### src/gpd_pkg.sv
package gpd_pkg;
  // ==========================================================
  // Register indexes; each register's bus address is four times its index.
  localparam logic [7:0] ADDR_P0_DRAIN  = 8'h9c;
  localparam logic [7:0] ADDR_P1_DRAIN  = 8'h9d;
  localparam logic [7:0] ADDR_P0_LATCH  = 8'ha6;
  localparam logic [7:0] ADDR_P1_LATCH  = 8'ha7;
  localparam logic [7:0] ADDR_P4_LATCH  = 8'haa;
  localparam logic [7:0] ADDR_P5_LATCH  = 8'hab;
  localparam logic [7:0] ADDR_P4_ACFG   = 8'hc6;
  localparam logic [7:0] ADDR_P5_ACFG   = 8'hc7;
  localparam logic [7:0] ADDR_CONV_MODE = 8'hc8;
  localparam logic [7:0] ADDR_P0_DIR    = 8'ha0;
  localparam logic [7:0] ADDR_P1_DIR    = 8'ha1;
  localparam logic [7:0] ADDR_P4_DIR    = 8'ha4;
  localparam logic [7:0] ADDR_P5_DIR    = 8'ha5;
  localparam logic [7:0] ADDR_P0_PULL   = 8'hac;
  localparam logic [7:0] ADDR_P1_PULL   = 8'had;
  localparam logic [7:0] ADDR_P4_PULL   = 8'hb0;
  localparam logic [7:0] ADDR_P5_PULL   = 8'hb1;
  // ==========================================================
  // Implemented bit masks and reset value
  localparam logic [7:0] MASK_P0       = 8'h7f;
  localparam logic [7:0] MASK_P1       = 8'hff;
  localparam logic [7:0] MASK_P4       = 8'hff;
  localparam logic [7:0] MASK_P5       = 8'h0f;
  localparam logic [7:0] MASK_P0_DRAIN = 8'h03;
  localparam logic [7:0] RESET_BYTE    = 8'h00;
  // Port 0 pin of the reset-shared bit and drain pin base.
  localparam int         RESET_PIN_BIT = 4;
  localparam int         P0_DRAIN_BASE = 2;
  // Converter mode fields.
  localparam int         ROUTE_EN_BIT  = 4;
  localparam int         CHAN_MSB      = 3;
  localparam int         P4_PINS       = 8;
  localparam int         P5_PINS       = 4;
  localparam int         NUM_CHANNELS  = 12;
endpackage : gpd_pkg

### src/gpd_port.sv
// The APB register port was chosen for this implementation.
`timescale 1ns/1ps
`default_nettype none
module gpd_port
  import gpd_pkg::*;
(
  input  wire logic        mclk,          // Core clock, 10 MHz
  input  wire logic        rst_b,         // Asynchronous reset, low
  input  wire logic        reset_pin_opt, // External reset option on
  input  wire logic        psel,          // APB select
  input  wire logic        penable,       // APB enable
  input  wire logic        pwrite,        // APB write
  input  wire logic [31:0] paddr,         // APB byte address
  input  wire logic [31:0] pwdata,        // APB write data
  output logic      [31:0] prdata,        // APB read data
  output logic             pready,        // APB ready
  output logic             pslverr,       // APB error
  input  wire logic [7:0]  p0_in,         // Port 0 pin levels
  input  wire logic [7:0]  p1_in,         // Port 1 pin levels
  input  wire logic [7:0]  p4_in,         // Port 4 pin levels
  input  wire logic [7:0]  p5_in,         // Port 5 pin levels
  output logic      [7:0]  p0_out,        // Port 0 drive level
  output logic      [7:0]  p1_out,        // Port 1 drive level
  output logic      [7:0]  p4_out,        // Port 4 drive level
  output logic      [7:0]  p5_out,        // Port 5 drive level
  output logic      [7:0]  p0_oe,         // Port 0 driving
  output logic      [7:0]  p1_oe,         // Port 1 driving
  output logic      [7:0]  p4_oe,         // Port 4 driving
  output logic      [7:0]  p5_oe,         // Port 5 driving
  output logic      [7:0]  p0_pull,       // Port 0 pull-up on
  output logic      [7:0]  p1_pull,       // Port 1 pull-up on
  output logic      [7:0]  p4_pull,       // Port 4 pull-up on
  output logic      [7:0]  p5_pull,       // Port 5 pull-up on
  output logic      [7:0]  p4_analog,     // Port 4 analog switch on
  output logic      [7:0]  p5_analog,     // Port 5 analog switch on
  output logic             analog_valid,  // A channel is routed
  output logic      [3:0]  analog_input_channel // Routed channel
);

  // ==========================================================
  // Reset release
  logic rst_meta;
  logic rst_sync;

  always_ff @(posedge mclk or negedge rst_b)
  begin
    if (!rst_b)
    begin
      rst_meta <= 1'b0;
      rst_sync <= 1'b0;
    end
    else
    begin
      rst_meta <= 1'b1;
      rst_sync <= rst_meta;
    end
  end

  // ==========================================================
  // Register state
  logic [7:0] port_zero_latch;
  logic [7:0] port_one_latch;
  logic [7:0] port_four_latch;
  logic [7:0] port_five_latch;
  logic [7:0] port_four_analog_cfg;
  logic [7:0] port_five_analog_cfg;
  logic [7:0] converter_mode_ctl;
  logic [7:0] port0_drain_ctl;
  logic [7:0] port1_drain_ctl;
  logic [7:0] p0_dir;
  logic [7:0] p1_dir;
  logic [7:0] p4_dir;
  logic [7:0] p5_dir;
  logic [7:0] p0_pu;
  logic [7:0] p1_pu;
  logic [7:0] p4_pu;
  logic [7:0] p5_pu;

  logic       wr_en;
  logic [7:0] wbyte;

  assign wr_en = psel & penable & pwrite;
  assign wbyte = pwdata[7:0];

  // Each register is one aligned word at four times its index, so a
  // misaligned or out-of-window address never aliases onto a register.
  function automatic logic hit(input logic [31:0] a, input logic [7:0] r);
    hit = (a == {22'h0, r, 2'b00});
  endfunction : hit

  always_ff @(posedge mclk or negedge rst_sync)
  begin
    if (!rst_sync)
    begin
      port_zero_latch <= RESET_BYTE;
      port_one_latch  <= RESET_BYTE;
      port_four_latch <= RESET_BYTE;
      port_five_latch <= RESET_BYTE;
    end
    else if (wr_en)
    begin
      if (hit(paddr, ADDR_P0_LATCH))
        port_zero_latch <= wbyte & MASK_P0;
      else if (hit(paddr, ADDR_P1_LATCH))
        port_one_latch <= wbyte & MASK_P1;
      else if (hit(paddr, ADDR_P4_LATCH))
        port_four_latch <= wbyte & MASK_P4;
      else if (hit(paddr, ADDR_P5_LATCH))
        port_five_latch <= wbyte & MASK_P5;
    end
  end

  always_ff @(posedge mclk or negedge rst_sync)
  begin
    if (!rst_sync)
    begin
      port_four_analog_cfg <= RESET_BYTE;
      port_five_analog_cfg <= RESET_BYTE;
      converter_mode_ctl   <= RESET_BYTE;
    end
    else if (wr_en)
    begin
      if (hit(paddr, ADDR_P4_ACFG))
        port_four_analog_cfg <= wbyte & MASK_P4;
      else if (hit(paddr, ADDR_P5_ACFG))
        port_five_analog_cfg <= wbyte & MASK_P5;
      else if (hit(paddr, ADDR_CONV_MODE))
        converter_mode_ctl <= wbyte;
    end
  end

  always_ff @(posedge mclk or negedge rst_sync)
  begin
    if (!rst_sync)
    begin
      port0_drain_ctl <= RESET_BYTE;
      port1_drain_ctl <= RESET_BYTE;
    end
    else if (wr_en)
    begin
      if (hit(paddr, ADDR_P0_DRAIN))
        port0_drain_ctl <= wbyte & MASK_P0_DRAIN;
      else if (hit(paddr, ADDR_P1_DRAIN))
        port1_drain_ctl <= wbyte & MASK_P1;
    end
  end

  always_ff @(posedge mclk or negedge rst_sync)
  begin
    if (!rst_sync)
    begin
      p0_dir <= RESET_BYTE;
      p1_dir <= RESET_BYTE;
      p4_dir <= RESET_BYTE;
      p5_dir <= RESET_BYTE;
      p0_pu  <= RESET_BYTE;
      p1_pu  <= RESET_BYTE;
      p4_pu  <= RESET_BYTE;
      p5_pu  <= RESET_BYTE;
    end
    else if (wr_en)
    begin
      if (hit(paddr, ADDR_P0_DIR))
        p0_dir <= wbyte & MASK_P0;
      else if (hit(paddr, ADDR_P1_DIR))
        p1_dir <= wbyte & MASK_P1;
      else if (hit(paddr, ADDR_P4_DIR))
        p4_dir <= wbyte & MASK_P4;
      else if (hit(paddr, ADDR_P5_DIR))
        p5_dir <= wbyte & MASK_P5;
      else if (hit(paddr, ADDR_P0_PULL))
        p0_pu <= wbyte & MASK_P0;
      else if (hit(paddr, ADDR_P1_PULL))
        p1_pu <= wbyte & MASK_P1;
      else if (hit(paddr, ADDR_P4_PULL))
        p4_pu <= wbyte & MASK_P4;
      else if (hit(paddr, ADDR_P5_PULL))
        p5_pu <= wbyte & MASK_P5;
    end
  end

  // ==========================================================
  // Analog channel routing
  logic       analog_route_enable;
  logic [3:0] analog_channel_select;
  logic [15:0] chan_onehot;

  assign analog_route_enable   = converter_mode_ctl[ROUTE_EN_BIT];
  assign analog_channel_select = converter_mode_ctl[CHAN_MSB:0];

  // binary decode, one pin at most
  always_comb
  begin
    chan_onehot = 16'h0000;
    if (analog_route_enable)
      chan_onehot[analog_channel_select] = 1'b1;
  end

  assign analog_valid = analog_route_enable
                      & (analog_channel_select < 4'(NUM_CHANNELS));
  assign analog_input_channel = analog_channel_select;
  assign p4_analog = chan_onehot[P4_PINS-1:0];
  assign p5_analog = {4'h0, chan_onehot[P4_PINS+P5_PINS-1:P4_PINS]};

  // ==========================================================
  // Pin drive
  logic [7:0] p4_force_in;
  logic [7:0] p5_force_in;
  logic [7:0] p0_od;
  logic [7:0] p0_dir_eff;
  logic [7:0] p4_dir_eff;
  logic [7:0] p5_dir_eff;

  // analog-config or routed pin forced to input
  assign p4_force_in = port_four_analog_cfg | p4_analog;
  assign p5_force_in = port_five_analog_cfg | p5_analog;
  assign p4_dir_eff  = p4_dir & ~p4_force_in;
  assign p5_dir_eff  = p5_dir & ~p5_force_in & MASK_P5;
  assign p0_dir_eff  = p0_dir & MASK_P0;

  // drain bits placed at pins 2 and 3
  assign p0_od = {4'h0, port0_drain_ctl[1:0], 2'b00};

  // open drain drives low only; direction bit untouched
  // so clearing the drain bit restores the previous mode.
  always_comb
  begin
    p0_out = port_zero_latch & ~p0_od;
    p0_oe  = p0_dir_eff & ~(p0_od & port_zero_latch);
    p1_out = port_one_latch & ~port1_drain_ctl;
    p1_oe  = p1_dir & ~(port1_drain_ctl & port_one_latch);
    p4_out = port_four_latch;
    p4_oe  = p4_dir_eff;
    p5_out = port_five_latch;
    p5_oe  = p5_dir_eff;
  end

  // pull-ups only on input-mode digital pins
  always_comb
  begin
    p0_pull = p0_pu & ~p0_dir_eff;
    p1_pull = p1_pu & ~p1_dir;
    p4_pull = p4_pu & ~p4_dir_eff & ~p4_force_in;
    p5_pull = p5_pu & ~p5_dir_eff & ~p5_force_in;
  end

  // ==========================================================
  // APB read path
  logic [7:0] rd_byte;
  logic       mapped;
  logic [7:0] p0_read;

  always_comb
  begin
    p0_read = p0_in & MASK_P0;
    if (reset_pin_opt)
      p0_read[RESET_PIN_BIT] = 1'b1;
  end

  always_comb
  begin
    rd_byte = 8'h00;
    mapped  = 1'b1;
    if (hit(paddr, ADDR_P0_LATCH))
      rd_byte = p0_read;
    else if (hit(paddr, ADDR_P1_LATCH))
      rd_byte = p1_in & MASK_P1;
    else if (hit(paddr, ADDR_P4_LATCH))
      rd_byte = p4_in & MASK_P4;
    else if (hit(paddr, ADDR_P5_LATCH))
      rd_byte = p5_in & MASK_P5;
    else if (hit(paddr, ADDR_P4_ACFG))
      rd_byte = port_four_analog_cfg;
    else if (hit(paddr, ADDR_P5_ACFG))
      rd_byte = port_five_analog_cfg;
    else if (hit(paddr, ADDR_CONV_MODE))
      rd_byte = converter_mode_ctl;
    else if (hit(paddr, ADDR_P0_DRAIN))
      rd_byte = port0_drain_ctl;
    else if (hit(paddr, ADDR_P1_DRAIN))
      rd_byte = port1_drain_ctl;
    else if (hit(paddr, ADDR_P0_DIR))
      rd_byte = p0_dir;
    else if (hit(paddr, ADDR_P1_DIR))
      rd_byte = p1_dir;
    else if (hit(paddr, ADDR_P4_DIR))
      rd_byte = p4_dir;
    else if (hit(paddr, ADDR_P5_DIR))
      rd_byte = p5_dir;
    else if (hit(paddr, ADDR_P0_PULL))
      rd_byte = p0_pu;
    else if (hit(paddr, ADDR_P1_PULL))
      rd_byte = p1_pu;
    else if (hit(paddr, ADDR_P4_PULL))
      rd_byte = p4_pu;
    else if (hit(paddr, ADDR_P5_PULL))
      rd_byte = p5_pu;
    else
      mapped = 1'b0;
  end

  // Read data is registered in the setup cycle so the access
  // phase always completes in one cycle with stable data.
  always_ff @(posedge mclk or negedge rst_sync)
  begin
    if (!rst_sync)
      prdata <= 32'h00000000;
    else if (psel && !penable && !pwrite)
      prdata <= {24'h000000, rd_byte};
  end

  always_ff @(posedge mclk or negedge rst_sync)
  begin
    if (!rst_sync)
      pslverr <= 1'b0;
    else if (psel && !penable)
      pslverr <= ~mapped;
  end

  assign pready = 1'b1;

endmodule : gpd_port
`default_nettype wire

### config.mk
export PLATFORM = sky130hd
export DESIGN_NAME = gpd_port
export DESIGN_NICKNAME = d
export VERILOG_FILES = /design/src/gpd_pkg.sv /design/src/gpd_port.sv
export SDC_FILE = /design/constraint.sdc
export NUM_CORES = 1
export LEC_CHECK = 0
export ABC_AREA = 0
export BUFFER_PORTS_ARGS = -buffer_cell sky130_fd_sc_hd__buf_2
export CORE_ASPECT_RATIO = 1.75
export CORE_MARGIN = 2
export CORE_UTILIZATION = 40
export DETAILED_ROUTE_END_ITERATION = 6
export PLACE_DENSITY = 0.66
export SETUP_SLACK_MARGIN = 0.2
export SLEW_MARGIN = 20
export SYNTH_ARGS = -nofsm -noshare
export SYNTH_HDL_FRONTEND = slang
export SYNTH_SLANG_ARGS = --single-unit
### constraint.sdc
create_clock -name mclk -period 5 [get_ports mclk]
set_clock_uncertainty 0.1 [all_clocks]
set_input_delay 1 -clock mclk [delete_from_list [all_inputs] [get_ports mclk]]
set_output_delay 1 -clock mclk [all_outputs]
set_load 0.03 [all_outputs]
Yosys cells after proc, flatten, opt, wreduce, memory -nomap -nowiden. Cells that the tools add are included.

Register bits: 122. Logic and storage cells: 144. Input port bits: 102. Output and inout port bits: 151.

Bitwise gates (word level): 43. Reduce and logical (&&, ||, !) cells: 22. $lt $le $gt $ge: 3. Equal/unequal tests: 17. Multiplexer cells: 38.

Operators with widths (count): == test 32 x 10 -> 1 bit, second input constant (17); 2-to-1 mux 8 bit (16); bitwise AND 8 bit (8); NOT 8 bit (5); bitwise AND 7 x 8 -> 8 bit (3); NOT 4 -> 8 bit (3); 2-to-1 mux 1 bit (19); NOT 7 -> 8 bit (2); NOT 1 bit (14); 2-to-1 mux 12 bit (1); AND reduction 3 bit (4); AND reduction 4 bit (3); AND reduction 5 bit (2); AND reduction 9 bit (1); bitwise AND 4 x 8 -> 8 bit (1); OR 8 bit (1); AND reduction 2 bit (4); AND reduction 8 bit (1); bitwise AND 4 x 7 -> 7 bit (1); AND reduction 7 bit (1); AND reduction 6 bit (1); less-than comparator 4 x 5 -> 1 bit, second input constant (1); bitwise AND 4 bit (1); demux 1 bit (select 4 bit) (1); 7 further kinds (12).

Logic depth before layout (Yosys ltp). Gate-level depths: netlist (run 1).

Word-level depth: 19. Depth in mapped cells: 9. Depth with buffers taken out: 6.

Worst setup path before layout (run 1). Ideal clock, no wire load.

Kind: input to register. From: input port paddr[13]. To: register converter_mode_ctl[0]. Path buffers: 2. Cell stages on the path: 6. Data arrival time: 3.053 ns. Setup slack: 1.722 ns. Required time: 4.775 ns. Library setup time: 0.125 ns. Path through: or4_4 buf_6 or4_4 or4_4 buf_6 mux2_4.

Cells in the longest elaborated chain, start to end: 3. Elaborated cells on any way between the ends: 6. Classes of those cells: 3 x eq/ne; 2 x bitwise; 1 x reduce/logical.

Ends and longest elaborated chain: start: declaration (line gpd_port.sv:13) `input wire logic [31:0] paddr,`; == test 32 x 10 -> 1 bit (line gpd_port.sv:88) `hit = (a == {22'h0, r, 2'b00});`; NOT 1 bit (no line); AND reduction 4 bit (no line) *; end signal: assignment (line gpd_port.sv:128) `converter_mode_ctl <= wbyte;`; end: declaration (line gpd_port.sv:67) `logic [7:0] converter_mode_ctl;`.

Every way passes the cells marked *; elsewhere a longest branch is shown, timed or not. A chain may end at the register's enable or synchronous reset.

Final worst setup path (run 1).
From: input port paddr[8]. To: register p1_dir[3].

Cells in the longest elaborated chain, start to end: 3. Elaborated cells on any way between the ends: 4. Classes of those cells: 2 x eq/ne; 1 x bitwise; 1 x reduce/logical.

Ends and longest elaborated chain: == test 32 x 10 -> 1 bit (line gpd_port.sv:88); NOT 1 bit (no line); AND reduction 3 bit (no line) *; end signal: assignment (line gpd_port.sv:166) `p1_dir <= wbyte & MASK_P1;`; end: declaration (line gpd_port.sv:71) `logic [7:0] p1_dir;`.

Marks and branches as above.

==> results of run 1 <==
==> worst max-delay path: cells and delay by family <==
kind | cells | cell delay, ns
buf+inv | 1 | 0.13
simple gates | 5 | 2.14
mux | 1 | 0.40
==> state kept, by name (all words and copies together), names as in the netlist, 4 cells and up <==
signal,count
p0_dir,7
p1_pu,8
p1_dir,8
p5_dir,4
prdata,8
converter_mode_ctl,8
port_five_analog_cfg,4
p5_out,4
port_one_latch,8
port1_drain_ctl,8
port_zero_latch,7
p5_pu,4
p4_dir,8
port_four_analog_cfg,8
p0_pu,7
p4_out,8
p4_pu,8
==> power groups by stage <==
stage / logic (mW) / clock network, mW / registers, mW
final: 0.194 / 1.39 / 1.01
after CTS: 0.193 / 1.40 / 1.01
after global placement: 0.192 / 0 / 1.02
after global routing: 0.208 / 1.44 / 1.01
after floorplan: 0.134 / 0 / 1.04
after detailed placement: 0.193 / 0 / 1.03
==> per-stage QoR <==
step	utilization (%)	hold WS [ns]	setup WS, ns	power, mW	std cells
global route	49.3	0.245	1.44	2.66	1106
detailed placement	45.6	0.256	1.10	1.22	1074
floorplan	-	0.231	1.25	1.17	742
CTS	49.3	0.244	1.53	2.60	1106
finish	49.3	0.258	1.52	2.59	1106
global placement	45.6	0.236	1.15	1.22	1074
==> cell usage after synthesis, types with 4 or more instances <==
| cell | instances |
|---|---|
| dfrtp_1 | 122 |
| mux2_2 | 105 |
| buf_4 | 59 |
| clkbuf_1 | 29 |
| nand2_1 | 29 |
| nor2b_1 | 29 |
| nor2_1 | 28 |
| o21ai_0 | 28 |
| a21oi_1 | 22 |
| nand3_1 | 17 |
| nor3_1 | 17 |
| nand2b_1 | 14 |
| nor3b_1 | 12 |
| nor4b_1 | 12 |
| a21boi_0 | 11 |
| nand4_1 | 9 |
| and3_1 | 8 |
| mux2_4 | 8 |
| a22oi_1 | 7 |
| inv_1 | 7 |
| nor4_1 | 6 |
| o22ai_1 | 6 |
| a21o_1 | 5 |
| a31oi_1 | 5 |
| a32oi_1 | 5 |
| a22o_1 | 4 |
| and4b_1 | 4 |
| mux2i_1 | 4 |
| nor2_2 | 4 |
| nor4bb_1 | 4 |
| or3_1 | 4 |
| or4b_2 | 4 |
==> path summary, 6_finish.rpt <==
check	start	endpoint	slack, ns	cells after the start
max in group asynchronous	rst_sync$_DFF_PN0_	converter_mode_ctl[5]$_DFFE_PN0P_	3.22	1
max reg2reg	p5_pu[3]$_DFFE_PN0P_	prdata[3]$_DFFE_PN0P_	2.95	6
min	rst_b	rst_meta$_DFF_PN0_	0.26	1
max	paddr[8]	p1_dir[3]$_DFFE_PN0P_	1.52	7
min in group mclk	rst_meta$_DFF_PN0_	rst_sync$_DFF_PN0_	0.27	0
min reg2reg	rst_meta$_DFF_PN0_	rst_sync$_DFF_PN0_	0.27	0
==> logic make-up (layout without fill, tap and decap cells) <==
family / count (synthesis) / after routing / share of synthesized area (%)
simple gates: 229 / 229 / 19.6
flops: 122 / 122 / 41.6
mux: 117 / 117 / 18.3
buf+inv: 103 / 233 / 8.55
compound gates: 126 / 126 / 11.8
other cells: 2 / 45 / 0.102
==> cell type report <==
type | count | area share [%]
multi-input combinational | 517 | 43.1
tap | 234 | 3.30
sequential | 122 | 34.5
clock buffer | 20 | 5.15
clock inverter | 12 | 2.36
inverter | 8 | 0.339
timing repair buffer | 193 | 11.3
==> layer usage <==
metal	GRT usage, %	share of wire, %	vias to the layer above	wire length [um]
li1	-	-	2823	-
met1	27.6	36	3127	8990
met2	47.2	53	290	13200
met3	4.66	5.5	60	1360
met4	14.0	5.2	0	1300
met5	0	0	-	0
==> impl_metrics.py, run 1 <==
metrics = {
    "outcome": {
        "status": "finished, final reports clean",
    },
    "power": {
        "p_per_area_nw_per_um2": 292,
        "switching_share_pct": 24.2,
        "clkPwrFrac_pct": 53.6,
        "p_int_mw": 1.96,
        "leakage_nw": 4.50,
        "ir_drop_mv": 0.192,
        "power_frac_comb_pct": 7.5,
        "seq_power_share_pct": 38.9,
        "p_sw_uw": 627,
    },
    "place": {
        "hpwl_mm": 19.0,
        "gp_congestion": 0.914,
        "numPortBuffers": 179,
        "place_area_um2": 8200,
    },
    "die": {
        "start_util_pct": 40.8,
        "ios": 253,
        "core_area_um2": 18000,
        "die_area_um2": 19500,
        "fp.dieW_um": 106,
        "die_h_um": 183,
        "core.rowCount": 65,
    },
    "clock_tree": {
        "path_clk_slew_ns": 0.06,
        "clk_path_buf_depth": 2,
        "cts_resized": 0,
        "htreeDepth": 4,
        "cts_tree": "built",
        "cts-hold-fix-buffers": 0,
        "root_buffer": "clkbuf_16",
        "clk_latency_ns": 0.42,
        "clock-sinks": 122,
        "post_cts_buffers": 0,
        "cts_buffers": 17,
    },
    "detailed_routing": {
        "drt-initial-drc-count": 435,
        "firstDrtPassIters": 5,
        "drtAntennaViolNets": 0,
        "wirelength_mm": 24.9,
        "via_per_inst": 5.70,
        "vias": 6300,
        "wl_per_cell_um": 22.5,
        "drc_errors": 0,
    },
    "global_routing": {
        "grt_pass1_vias": 6371,
        "grt_max_degree": 72,
        "grt_use_total_pct": 25.8,
        "grt_overflow_total": 0,
        "grt_first_pass_wirelength_mm": 37.3,
        "antenna_found_initial": 0,
    },
    "worst_hold_path": {
        "hold_path.class": "in2async",
    },
    "yosys": {
        "avgSynthCellArea_um2": 10.5,
        "synth_edf_count": 0,
        "synth_top_area_share_pct": 41.6,
        "synth_area_um2": 7330,
        "yosysUniqueCellTypes": 70,
        "synth_area_leader_cell": "dfrtp_1",
        "netlist_instances": 699,
        "ys.flop_type": "dfrtp_1",
        "synth_seq_cells": 122,
        "yosys_warnings": 0,
        "ys_seq_area_share_pct": 41.6,
        "async_reset_ff_share_pct": 100,
        "synthTopCellsByArea": "dfrtp_1 (42%), mux2_2 (16%), buf_4 (6.0%)",
    },
    "sta": {
        "setup_viol": 0,
        "rsz0062_at_grt": "false",
        "hold_violations": 0,
        "finalCriticalPeriod_ns": 3.48,
        "tightestPinTransition_ns": 0.948,
        "maxSlewViolCount": 0,
        "post-route-period-util_pct": 69.5,
        "fmaxAchievable_mhz": 288,
        "final.setup.tns_ns": 0,
        "slew_headroom_pct": 36.2,
    },
    "cells_and_area": {
        "multi_input_area_um2": 3810,
        "drive_gt1_share_pct": 41.4,
        "synthToLayoutAreaGrowth_pct": 20.8,
        "layout.area.seq_um2": 3060,
        "fillerInstances": 1708,
        "final_common_cell": "buf_2",
        "fin_area_um2": 8860,
        "final_cell_mix": "buf_2 (179), dfrtp_1 (121), mux2_2 (105), conb_1 (45)",
        "antenna_cells": 0,
        "nNetsFinal": 961,
    },
    "setup_path": {
        "crit_arrival_ns": 3.67,
        "critPathRequiredTime_ns": 5.20,
        "critical_path_class": "in2reg",
        "cp-end-kind": "flip-flop",
        "crit_slowest_cell": "or4b_2",
        "crit_chain": "buf_2 -> or4b_2 -> nor2_1 -> and4b_1 -> nand3_1 -> nor2_2 -> mux2_2",
        "path_max_fanout": 8,
        "critPathMaxStageDelay_ns": 0.78,
        "worst_setup_path_start_kind": "input pin",
    },
    "run": {
        "cap_violations": 0,
    },
}
No activity file was read; power rests on OpenSTA's default activity.
==> run 2: changes to the inputs <==
- PLACE_DENSITY: 0.66 -> 0.69
- clock period: 5 -> 3 ns (I/O delays scaled with it)
==> impl_metrics.py, run 2 (synthesis gave the netlist of run 1 again) <==
metrics = {
    "setup_path": {
        "path_max_fanout": 9,
        "crit_slowest_cell": "dfrtp_1",
        "crit_arrival_ns": 2.09,
        "critical_path_class": "reg2out",
        "crit_chain": "nand2b_1 -> nor2_1 -> nor3b_1 -> buf_2",
        "critPathMaxStageDelay_ns": 0.58,
        "cp-end-kind": "primary output",
        "worst_setup_path_start_kind": "flip-flop",
        "critPathRequiredTime_ns": 2.30,
    },
    "die": {
        "start_util_pct": 40.8,
        "die_h_um": 183,
        "fp.dieW_um": 106,
        "die_area_um2": 19500,
        "ios": 253,
        "core.rowCount": 65,
        "core_area_um2": 18000,
    },
    "place": {
        "place_area_um2": 8800,
        "numPortBuffers": 179,
        "gp_congestion": 0.965,
        "hpwl_mm": 19.8,
    },
    "global_routing": {
        "grt_pass1_vias": 6626,
        "grt_overflow_total": 0,
        "grt_first_pass_wirelength_mm": 38.5,
        "grt_max_degree": 59,
        "grt_use_total_pct": 26.6,
        "antenna_found_initial": 0,
    },
    "detailed_routing": {
        "via_per_inst": 5.63,
        "wirelength_mm": 25.7,
        "firstDrtPassIters": 5,
        "wl_per_cell_um": 21.9,
        "drt-initial-drc-count": 451,
        "drtAntennaViolNets": 0,
        "drc_errors": 0,
        "vias": 6610,
    },
    "cells_and_area": {
        "final_cell_mix": "buf_2 (179), dfrtp_1 (120), mux2_2 (105), buf_4 (75), conb_1 (45)",
        "nNetsFinal": 1030,
        "final_common_cell": "buf_2",
        "final_core_utilization_pct": 52.5,
        "synthToLayoutAreaGrowth_pct": 28.8,
        "drive_gt1_share_pct": 46.3,
        "fin_area_um2": 9440,
        "antenna_cells": 0,
    },
    "clock_tree": {
        "cts_buffers": 17,
        "path_clk_slew_ns": 0.06,
        "root_buffer": "clkbuf_16",
        "cts_tree": "built",
        "clk_path_buf_depth": 2,
        "clk_latency_ns": 0.42,
        "clock-sinks": 122,
        "htreeDepth": 4,
    },
    "sta": {
        "final.setup.tns_ns": 0,
        "maxSlewViolCount": 0,
        "finalCriticalPeriod_ns": 2.79,
        "slew_headroom_pct": 58.0,
        "rsz0062_at_grt": "true",
        "setup_viol": 0,
        "hold_violations": 0,
        "whs_ns": 0.153,
        "post-route-period-util_pct": 92.9,
        "fmaxAchievable_mhz": 359,
        "tightestPinTransition_ns": 0.627,
    },
    "outcome": {
        "status": "finished, final reports clean",
    },
    "worst_hold_path": {
        "hold_path.class": "reg2async",
    },
    "power": {
        "leakage_nw": 4.86,
        "ir_drop_mv": 0.342,
        "p_per_area_nw_per_um2": 439,
    },
    "run": {
        "cap_violations": 0,
    },
}
-- run 2: cell count changes in the layout (fill, tap and decap cells not counted), sizes merged --
cell,delta
buf,+68
inv,+6
bufinv,-3
clkbuf,-3
clkinv,+1
clkinvlp,-1
dlygate4sd3,+1
-- run 2: metrics by stage --
step / setup WS (ns) / power (mW) / std cells
2_1_floorplan: 0.163 / 1.95 / 742
3_3_place_gp: -0.0814 / 2.05 / 1142
3_5_place_dp: -0.0511 / 2.06 / 1142
4_1_cts: 0.235 / 4.16 / 1175
5_1_grt: 0.179 / 4.27 / 1175
6_report: 0.213 / 4.14 / 1175
-- run 2: worst max-delay path: cells and delay by family, from the launching register on --
family / cells / cell delay, ns
buffers and inverters: 1 / 0.22
DFF: 1 / 0.58
and+or+nand+nor: 3 / 0.86
-- run 2: worst paths after layout --
check / cells past startpoint / to / slack (ns) / startpoint
hold / removal: 0 / p4_out[3]$_DFFE_PN0P_ / 0.15 / rst_sync$_DFF_PN0_
setup reg to reg: 7 / prdata[2]$_DFFE_PN0P_ / 1.03 / p5_pu[2]$_DFFE_PN0P_
hold reg to reg: 0 / p4_out[3]$_DFFE_PN0P_ / 0.15 / rst_sync$_DFF_PN0_
min in group mclk: 0 / rst_sync$_DFF_PN0_ / 0.26 / rst_meta$_DFF_PN0_
max in group asynchronous: 1 / converter_mode_ctl[1]$_DFFE_PN0P_ / 1.77 / rst_sync$_DFF_PN0_
setup / recovery: 4 / p5_oe[1] / 0.21 / converter_mode_ctl[0]$_DFFE_PN0P_
-- run 2: power by group --
group	internal (mW)	leakage, nW	switching, mW	total, mW
Clock	1.26	0.295	0.859	2.11
Combinational	0.106	2.87	0.259	0.365
Sequential	1.65	1.69	0.0106	1.67
Total	3.02	4.86	1.13	4.14
-- run 2: timing repair --
| action | CTS | global route |
|---|---|---|
| setup endpoints to repair | 4 | 4 |
| gates resized for setup | 2 | 4 |
| hold buffers | 1 | 0 |
| pin swaps | 0 | 0 |
| setup buffers | 0 | 0 |
| endpoints found under the hold margin | 2 | 0 |
-- run 2: cell type report --
cell class / count / area [um2]
clock inverters: 15 / 179
well taps: 234 / 293
inverters: 8 / 30.0
fillers: 1693 / 8530
multi-input cells: 517 / 3850
flip-flops and latches: 122 / 3060
clock buffers: 17 / 425
repair buffers: 262 / 1610
-- run 2: per-layer routing --
metal | vias up | track usage, % | share of wire [%]
met5 | - | 0 | 0
met4 | 0 | 16.6 | 5.6
met3 | 68 | 3.48 | 4.7
met2 | 292 | 48.0 | 54
met1 | 3267 | 28.9 | 36
li1 | 2983 | - | -
